$ cat src/core/ufcm_pkg.sv
// Behaviour
// - control register zeroed by power-up or watchdog
// - control bit 0 gives data-stage direction
// - bits 3..1 select test or speed mode
// - forced full speed needs memory option bit
// - reset link routes usb reset to processor
// - bit 5 enables remote wakeup
// - low-power bit stops core clock in suspend
// - self-powered firmware keeps low-power bit clear
// - connect bit drives pull-up at once
// - firmware checks bus power before connecting
// - attach state follows only firmware writes, power-up and watchdog
// - firmware sets reset link in the same write as connect
// - usb reset sets flag, masked interrupt 0x38
// - se0 nak mode is normal operation
// - j and k modes driven by hardware
// - test packet mode repeats loaded packet
// - mask register zeroed by power-up or watchdog
// - mask bits 5..0 enable six events
// - firmware keeps mask bits 7..6 zero
// - status flags cleared by writing one
// - usb reset with link clears other flags
package ufcm_pkg;
	localparam logic [15:0] UFCM_CTL_ADDR  = 16'hf006;
	localparam logic [15:0] UFCM_MSK_ADDR  = 16'hf007;
	localparam logic [15:0] UFCM_STA_ADDR  = 16'hf008;
	localparam logic [7:0]  UFCM_REG_RESET = 8'h00;
	localparam int          UFCM_DIR_BIT   = 0;
	localparam int          UFCM_TSEL_LSB  = 1;
	localparam int          UFCM_LINK_BIT  = 4;
	localparam int          UFCM_RWU_BIT   = 5;
	localparam int          UFCM_LOW_POWER_ENABLE_BIT  = 6;
	localparam int          UFCM_CONN_BIT  = 7;
	localparam int          UFCM_EVT_N     = 6;
	localparam int          UFCM_EVT_WAKE  = 2;
	localparam int          UFCM_EVT_RST   = 5;
	localparam logic [7:0]  UFCM_MSK_RSV   = 8'hc0;
	localparam logic [2:0]  UFCM_TS_NORMAL = 3'h0;
	localparam logic [2:0]  UFCM_TS_SE0NAK = 3'h1;
	localparam logic [2:0]  UFCM_TS_J      = 3'h2;
	localparam logic [2:0]  UFCM_TS_K      = 3'h3;
	localparam logic [2:0]  UFCM_TS_PACKET = 3'h4;
	localparam logic [2:0]  UFCM_TS_FORCFS = 3'h5;
	localparam logic [7:0]  UFCM_VEC_NONE  = 8'h00;
	// setup_overwrite, setup, wakeup clock, resume, suspend, function reset
	localparam logic [7:0]  UFCM_VEC [UFCM_EVT_N] =
		'{8'h30, 8'h32, 8'h4a, 8'h34, 8'h36, 8'h38};
	// controller register map on the software bus
	localparam logic [3:0]  UFCM_CMD_OFS   = 4'h0;
	localparam logic [3:0]  UFCM_STAT_OFS  = 4'h4;
	localparam logic [3:0]  UFCM_CFG_OFS   = 4'h8;
	localparam int          UFCM_CMD_DLSB  = 16;
	localparam int          UFCM_CMD_WRBIT = 24;
	localparam int          UFCM_ST_BUSY   = 0;
	localparam int          UFCM_ST_REFUSE = 1;
	localparam int          UFCM_ST_VBUS   = 2;
	localparam int          UFCM_ST_DLSB   = 8;
	localparam int          UFCM_CF_SELF   = 0;
	localparam int          UFCM_CF_FSOPT  = 1;
	localparam logic [1:0]  UFCM_HT_NONSEQ = 2'h2;
	localparam logic        UFCM_HR_OKAY   = 1'h0;
endpackage : ufcm_pkg

$ cat src/core/ufcm_external_data_space_if.sv
`timescale 1ns/10ps
interface ufcm_external_data_space_if (
	input wire logic hclk,
	input wire logic hresetn
);
	logic        req;
	logic        we;
	logic [15:0] addr;
	logic [7:0]  wdata;
	logic        ack;
	logic [7:0]  rdata;
	modport dev (
		input  req,
		input  we,
		input  addr,
		input  wdata,
		output ack,
		output rdata
	);
	modport ctl (
		output req,
		output we,
		output addr,
		output wdata,
		input  ack,
		input  rdata
	);
endinterface : ufcm_external_data_space_if

$ cat src/core/ufcm_device.sv
`timescale 1ns/10ps
module ufcm_device
	import ufcm_pkg::*;
(
	input  wire logic        hclk,
	input  wire logic        hresetn,
	ufcm_external_data_space_if.dev        xbus,
	input  wire logic        watchdog_reset,
	input  wire logic        usb_reset_det,
	input  wire logic [4:0]  event_det,
	input  wire logic        suspended,
	output logic             xfer_dir_in,
	output logic [2:0]       test_select,
	output logic             force_full_speed,
	output logic             drive_j,
	output logic             drive_k,
	output logic             test_packet_repeat,
	output logic             remote_wakeup_enable,
	output logic             core_clock_stop,
	output logic             upstream_pullup,
	output logic             processor_reset,
	output logic             irq,
	output logic [7:0]       irq_vector
);
	typedef struct packed {
		logic [7:0]            ctl;
		logic [7:0]            msk;
		logic [UFCM_EVT_N-1:0] sta;
		logic                  ack;
		logic [7:0]            rdata;
		logic                  dir;
		logic [2:0]            tsel;
		logic                  ffs;
		logic                  j;
		logic                  k;
		logic                  pkt;
		logic                  rwu;
		logic                  ccs;
		logic                  pull;
		logic                  prst;
		logic                  irq;
		logic [7:0]            vec;
	} ufcm_dev_state_type;

	localparam ufcm_dev_state_type UFCM_DEV_RST = '0;

	ufcm_dev_state_type s_q;
	ufcm_dev_state_type s_d;

	// wakeup clock sits in the higher group, so it is served first;
	// inside the lower group the lowest pending index wins
	function automatic logic [7:0] ufcm_pick_vec(
		input logic [UFCM_EVT_N-1:0] pend
	);
		logic [7:0] v;
		v = UFCM_VEC_NONE;
		for (int i = UFCM_EVT_N - 1; i >= 0; i--) begin
			if (pend[i]) begin
				v = UFCM_VEC[i];
			end
		end
		if (pend[UFCM_EVT_WAKE]) begin
			v = UFCM_VEC[UFCM_EVT_WAKE];
		end
		return v;
	endfunction : ufcm_pick_vec

	// one decoder for every register write strobe
	function automatic logic ufcm_wr_hit(
		input logic        req,
		input logic        we,
		input logic [15:0] a,
		input logic [15:0] target
	);
		return req && we && (a == target);
	endfunction : ufcm_wr_hit

	// unmapped addresses read as zero so probing is harmless
	function automatic logic [7:0] ufcm_read_mux(
		input logic [15:0]           a,
		input logic [7:0]            ctl,
		input logic [7:0]            msk,
		input logic [UFCM_EVT_N-1:0] sta
	);
		logic [7:0] v;
		unique case (a)
			UFCM_CTL_ADDR: v = ctl;
			UFCM_MSK_ADDR: v = msk;
			UFCM_STA_ADDR: v = {2'h0, sta};
			default:       v = UFCM_REG_RESET;
		endcase
		return v;
	endfunction : ufcm_read_mux

	// usb reset must be the top flag, the event pins fill the rest
	if (UFCM_EVT_RST != UFCM_EVT_N - 1) begin : g_rst_top
		$error("usb reset must be the top event flag");
	end
	// one pin per event below the usb reset flag
	if ($bits(event_det) != UFCM_EVT_N - 1) begin : g_evt_pins
		$error("event pin count does not match the flag count");
	end

	logic                  wr_ctl;
	logic                  wr_msk;
	logic                  wr_sta;
	logic                  rd;
	logic                  link_rst;
	logic [UFCM_EVT_N-1:0] ev_set;
	logic [UFCM_EVT_N-1:0] ev_clr;
	logic [UFCM_EVT_N-1:0] pend;
	logic [UFCM_EVT_N-1:0] keep_rst;

	always_comb begin
		s_d = s_q;
		wr_ctl = ufcm_wr_hit(xbus.req, xbus.we, xbus.addr,
			UFCM_CTL_ADDR);
		wr_msk = ufcm_wr_hit(xbus.req, xbus.we, xbus.addr,
			UFCM_MSK_ADDR);
		wr_sta = ufcm_wr_hit(xbus.req, xbus.we, xbus.addr,
			UFCM_STA_ADDR);
		rd = xbus.req && !xbus.we;
		link_rst = usb_reset_det && s_q.ctl[UFCM_LINK_BIT];
		keep_rst = '0;
		keep_rst[UFCM_EVT_RST] = 1'b1;
		ev_set = {usb_reset_det, event_det};
		ev_clr = '0;
		if (wr_sta) begin
			ev_clr = xbus.wdata[UFCM_EVT_N-1:0];
		end
		if (link_rst) begin
			ev_clr = ev_clr | ~keep_rst;
		end

		// one-cycle answer to every access, unmapped reads give zero
		s_d.ack = xbus.req;
		s_d.rdata = UFCM_REG_RESET;
		if (rd) begin
			s_d.rdata = ufcm_read_mux(xbus.addr, s_q.ctl, s_q.msk,
				s_q.sta);
		end

		// usb reset never touches these two registers
		if (wr_ctl) begin
			s_d.ctl = xbus.wdata;
		end
		if (wr_msk) begin
			s_d.msk = xbus.wdata;
		end
		// a flag raised in the clearing cycle survives
		for (int b = 0; b < UFCM_EVT_N; b++) begin
			if (ev_set[b]) begin
				s_d.sta[b] = 1'b1;
			end else if (ev_clr[b]) begin
				s_d.sta[b] = 1'b0;
			end
		end

		if (watchdog_reset) begin
			s_d.ctl = UFCM_REG_RESET;
			s_d.msk = UFCM_REG_RESET;
			s_d.sta = '0;
		end

		s_d.dir = s_d.ctl[UFCM_DIR_BIT];
		s_d.tsel = s_d.ctl[UFCM_TSEL_LSB +: 3];
		s_d.ffs = 1'b0;
		s_d.j = 1'b0;
		s_d.k = 1'b0;
		s_d.pkt = 1'b0;
		unique case (s_d.tsel)
			// se0 nak and normal both leave the line to normal logic
			UFCM_TS_NORMAL, UFCM_TS_SE0NAK: ;
			UFCM_TS_J:      s_d.j = 1'b1;
			UFCM_TS_K:      s_d.k = 1'b1;
			UFCM_TS_PACKET: s_d.pkt = 1'b1;
			UFCM_TS_FORCFS: s_d.ffs = 1'b1;
			// unused codes run as normal operation
			default: ;
		endcase
		s_d.rwu = s_d.ctl[UFCM_RWU_BIT];
		s_d.ccs = s_d.ctl[UFCM_LOW_POWER_ENABLE_BIT] && suspended;
		// no bus power check here, firmware owns that
		s_d.pull = s_d.ctl[UFCM_CONN_BIT];
		s_d.prst = link_rst && !watchdog_reset;

		pend = s_d.sta & s_d.msk[UFCM_EVT_N-1:0];
		s_d.irq = |pend;
		s_d.vec = ufcm_pick_vec(pend);
	end

	always_ff @(posedge hclk or negedge hresetn) begin
		if (!hresetn) begin
			s_q <= UFCM_DEV_RST;
		end else begin
			s_q <= s_d;
		end
	end

	assign xbus.ack = s_q.ack;
	assign xbus.rdata = s_q.rdata;
	assign xfer_dir_in = s_q.dir;
	assign test_select = s_q.tsel;
	assign force_full_speed = s_q.ffs;
	assign drive_j = s_q.j;
	assign drive_k = s_q.k;
	assign test_packet_repeat = s_q.pkt;
	assign remote_wakeup_enable = s_q.rwu;
	assign core_clock_stop = s_q.ccs;
	assign upstream_pullup = s_q.pull;
	assign processor_reset = s_q.prst;
	assign irq = s_q.irq;
	assign irq_vector = s_q.vec;
endmodule : ufcm_device

$ cat src/flat_wrapper.sv
// flat-port wrapper written by rule: the top's interface ports become plain ports
module ufcm_device_flat import ufcm_pkg::*;
  (hclk, hresetn, watchdog_reset, usb_reset_det, event_det, suspended, xfer_dir_in, test_select, force_full_speed, drive_j, drive_k, test_packet_repeat, remote_wakeup_enable, core_clock_stop, upstream_pullup, processor_reset, irq, irq_vector, xbus_req, xbus_we, xbus_addr, xbus_wdata, xbus_ack, xbus_rdata);
  ufcm_external_data_space_if xbus_i (.hclk(hclk), .hresetn(hresetn));
  input  wire logic hclk;
  input  wire logic hresetn;
  input  wire logic watchdog_reset;
  input  wire logic usb_reset_det;
  input  wire logic [4:0] event_det;
  input  wire logic suspended;
  output logic xfer_dir_in;
  output logic [2:0] test_select;
  output logic force_full_speed;
  output logic drive_j;
  output logic drive_k;
  output logic test_packet_repeat;
  output logic remote_wakeup_enable;
  output logic core_clock_stop;
  output logic upstream_pullup;
  output logic processor_reset;
  output logic irq;
  output logic [7:0] irq_vector;
  input wire logic [$bits(xbus_i.req)-1:0] xbus_req;
  input wire logic [$bits(xbus_i.we)-1:0] xbus_we;
  input wire logic [$bits(xbus_i.addr)-1:0] xbus_addr;
  input wire logic [$bits(xbus_i.wdata)-1:0] xbus_wdata;
  output wire logic [$bits(xbus_i.ack)-1:0] xbus_ack;
  output wire logic [$bits(xbus_i.rdata)-1:0] xbus_rdata;
  assign xbus_i.req = xbus_req;
  assign xbus_i.we = xbus_we;
  assign xbus_i.addr = xbus_addr;
  assign xbus_i.wdata = xbus_wdata;
  assign xbus_ack = xbus_i.ack;
  assign xbus_rdata = xbus_i.rdata;
  ufcm_device u_core (.hclk(hclk), .hresetn(hresetn), .xbus(xbus_i), .watchdog_reset(watchdog_reset), .usb_reset_det(usb_reset_det), .event_det(event_det), .suspended(suspended), .xfer_dir_in(xfer_dir_in), .test_select(test_select), .force_full_speed(force_full_speed), .drive_j(drive_j), .drive_k(drive_k), .test_packet_repeat(test_packet_repeat), .remote_wakeup_enable(remote_wakeup_enable), .core_clock_stop(core_clock_stop), .upstream_pullup(upstream_pullup), .processor_reset(processor_reset), .irq(irq), .irq_vector(irq_vector));
endmodule
$ cat config.mk
export PLATFORM = sky130hd
export DESIGN_NAME = ufcm_device_flat
export DESIGN_NICKNAME = d
export VERILOG_FILES = /design/src/core/ufcm_pkg.sv /design/src/core/ufcm_external_data_space_if.sv /design/src/core/ufcm_device.sv /design/src/flat_wrapper.sv
export SDC_FILE = /design/constraint.sdc
export NUM_CORES = 1
export LEC_CHECK = 0
export BUFFER_PORTS_ARGS = -buffer_cell sky130_fd_sc_hd__buf_2
export CAP_MARGIN = 20
export CORE_MARGIN = 4
export CORE_UTILIZATION = 51
export DETAILED_ROUTE_END_ITERATION = 8
export PLACE_DENSITY = 0.86
export SETUP_SLACK_MARGIN = 0.5
export SKIP_LAST_GASP = 1
export SYNTH_ARGS = -nofsm -noshare
export SYNTH_HDL_FRONTEND = slang
export SYNTH_SLANG_ARGS = --single-unit
$ cat constraint.sdc
create_clock -name hclk -period 1.95 [get_ports hclk]
set_clock_uncertainty 0.1 [all_clocks]
set_input_delay 0.0975 -clock hclk [delete_from_list [all_inputs] [get_ports hclk]]
set_output_delay 0.0975 -clock hclk [all_outputs]
set_load 0.01 [all_outputs]
==> impl_metrics.tcl <==
set metrics [dict create \
    status "complete, but fails checks" \
    violations "setup timing" \
    holdCritStartpoint "xbus_wdata[4]" \
    synth_ff_type "dfrtp_1" \
    fillers 240 \
    worstPathArrival_ps 2170 \
    crit_cells 11 \
    dr.first_iter.drc_count 203 \
    ys_top_cells_by_count "dfrtp_1, a21oi_1, nand2_1" \
    yosys-top-cells-area "dfrtp_1, buf_4, a21oi_1" \
    cellPowerDensity_nw_per_um2 516 \
    finalHoldViolCount 0 \
    antenna_found_initial 0 \
    slew_headroom_pct 63.2 \
    coreArea_sq_um 4090 \
    grt_max_degree 44 \
    die_area_sq_um 5420 \
    max_stage_delay_ps 640 \
    yosysSeqAreaShare_pct 49.0 \
    reg2reg_to "u_core.irq_vector[3]" \
    rsz0062_at_grt "true" \
    min_to "u_core.s_q[34]" \
    rows 23 \
    rrSetupSlack_ps 100 \
    leakagePower_nw 1.57 \
    viasPerCell 5.80 \
    clk_pin_slew_ps 80 \
    synth_cell_types 47 \
    htree_levels 2 \
    cp_common_cell "buf_6" \
    grt.total_usage_pct 23.9 \
    synth_area_sq_um 2190 \
    nets 350 \
    fp.dieW_um 73.6 \
    ant_nets 0 \
    worstSetupPathType "in2reg" \
    crit_buf_inv 7 \
    dr_total_vias 2118 \
    grt_overflow 0 \
    r2r_cells 6 \
    layout-drive-gt1-share_pct 49.8 \
    gp_congestion 0.890 \
    critPathLaunchType "input port" \
    final_util_pct 78.4 \
    regArea_sq_um 1080 \
    grt_pass1_wl_um 9710 \
    first_global_vias 2087 \
    io_pins 66 \
    drv_cap 0 \
    drc 0 \
    synth.most_common_cell "dfrtp_1" \
    synthArstFlopShare_pct 100 \
    min_path_cells 2 \
    ys_ff_latch 43 \
    dp_hpwl_um 4200 \
    synth_top_area_share_pct 49.0 \
    avgSynthCellArea_sq_um 10.0 \
    endpoint_kind "register" \
    cp_slowest_cell "or4_4" \
    critPathRequiredTime_ps 2030 \
    clk_latency_ps 300 \
    die_y_um 73.6 \
    ir_drop_mv 0.342 \
    clock_sinks 43 \
    path_max_fanout 8 \
    antenna_cells 0 \
    synth-edff-count 0 \
    fin_crit_sh_pct 107 \
    clockRootBuffer "clkbuf_8" \
    fmax_ghz 0.477 \
    min_period_ps 2090 \
    whs_ps 12.2 \
    tightest_slew_ps 552 \
    drt-total-wl_um 6790 \
    cts_buffer_depth 2 \
    yosys.area.top_type "dfrtp_1" \
    multiInputGateArea_sq_um 1160 \
    crit_path_cell_trace "buf_6 -> or4b_4 -> or4_4 -> o21ai_4 -> buf_4 -> buf_6 -> buf_6 -> buf_6 -> buf_6 -> buf_6 -> a21oi_2" \
    start_util_pct 53.7 \
    report.power.total_w 0.00165 \
    r2r-start "u_core.s_q[48]" \
    cts_tree "yes" \
    cts_buffers 5 \
    yosys_warnings 0 \
    setup_viol 16 \
    critical-path-top-delay-family "simple AND/OR/NAND/NOR gates" \
    synthCells 219 \
    drt_pass1_iterations 4 \
    wl_per_cell_um 18.6 \
    slew_violations 0 \
    hold_path_class "in2reg" \
    syn2layout_area_growth_pct 45.9 \
    timing.final.ws_setup_ps -145 \
    io_buffers 63 \
]
logic make-up after synthesis:
logic type	count (synthesis)	synth area share [%]
AOI/OAI and AO/OA	51	14.9
buffers and inverters	31	8.89
DFF	43	49.0
muxes	9	4.11
other	1	0.171
and+or+nand+nor	84	22.9
area by class of cell:
type,count,area share [%]
Multi-Input combinational cell,146,36.3
Sequential cell,43,33.6
Timing Repair Buffer,113,25.0
Clock buffer,7,2.38
Tap cell,50,1.95
Inverter,5,0.586
Clock inverter,1,0.156
cell usage in the layout, fill, tap and decap left out, types with 2 or more instances in the layout:
cell	instances
a21oi_2	12
o21ai_2	2
nor2b_1	3
o21bai_1	3
nand2_1	16
nor4_1	2
nor3_1	2
buf_6	19
nand2_2	5
buf_4	23
clkbuf_1	2
o21ai_0	3
dfrtp_1	43
dlygate4sd3_1	10
or4_4	2
or4b_4	2
and2_1	3
nand4b_1	2
buf_2	60
nor2_1	18
conb_1	2
nand3_2	2
clkbuf_8	5
inv_1	5
nand2_4	4
o21ai_4	2
a21oi_1	14
nand3b_1	6
a21boi_0	2
mux2i_1	8
nor4_4	4
nor3_4	2
nand3_1	4
flip-flops by register name, summed over array words and instances (netlist names), 2 cells and up:
name,flops
u_core.test_select,2
u_core.irq_vector,5
u_core.xbus.rdata,8
u_core.s_q,19
how the worst max path moves through the flow:
stage	startpoint	end	slack [ps]
after floorplan	xbus_addr[11]	u_core.irq_vector[3]	-270
after global placement	xbus_addr[5]	u_core.irq_vector[5]	-390
after detailed placement	xbus_addr[11]	u_core.irq_vector[2]	-490
after CTS	xbus_addr[5]	u_core.irq_vector[3]	-80
after global routing	xbus_addr[9]	u_core.irq_vector[3]	-200
final	xbus_addr[9]	u_core.s_q[37]	-140
metal layers:
layer	GRT usage (%)	vias to the layer above	part of all wire [%]
met2	42.3	110	52
met3	5.75	25	7.3
met1	26.8	1046	37
met5	0	-	0
met4	11.1	0	4.0
li1	-	937	-
through the flow:
| stage | area (sq um) | TNS (ps) | std cells | setup WS (ps) |
|---|---|---|---|---|
| after CTS | 3030 | -452 | 360 | -82.2 |
| after global placement | 2640 | -6800 | 331 | -395 |
| after floorplan | 2270 | -2760 | 220 | -267 |
| after detailed placement | 2640 | -7840 | 331 | -491 |
| after global routing | 3200 | -1790 | 365 | -196 |
| final | 3200 | -1060 | 365 | -145 |
report_power, final:
part	switching, W	total [W]	internal [W]	leakage (nW)
Combinational	0.000115	0.000199	0.0000837	0.937
Clock	0.000293	0.000545	0.000251	0.0422
Sequential	0.00000748	0.000908	0.000900	0.590
Total	0.000416	0.00165	0.00124	1.57
repair_timing:
item,CTS,global route
buffers inserted,11,5
hold endpoints to repair,54,0
resized for setup,23,35
hold buffers,10,0
pin swaps,5,18
setup endpoints to repair,37,38
(Power assumes the default switching activity.)
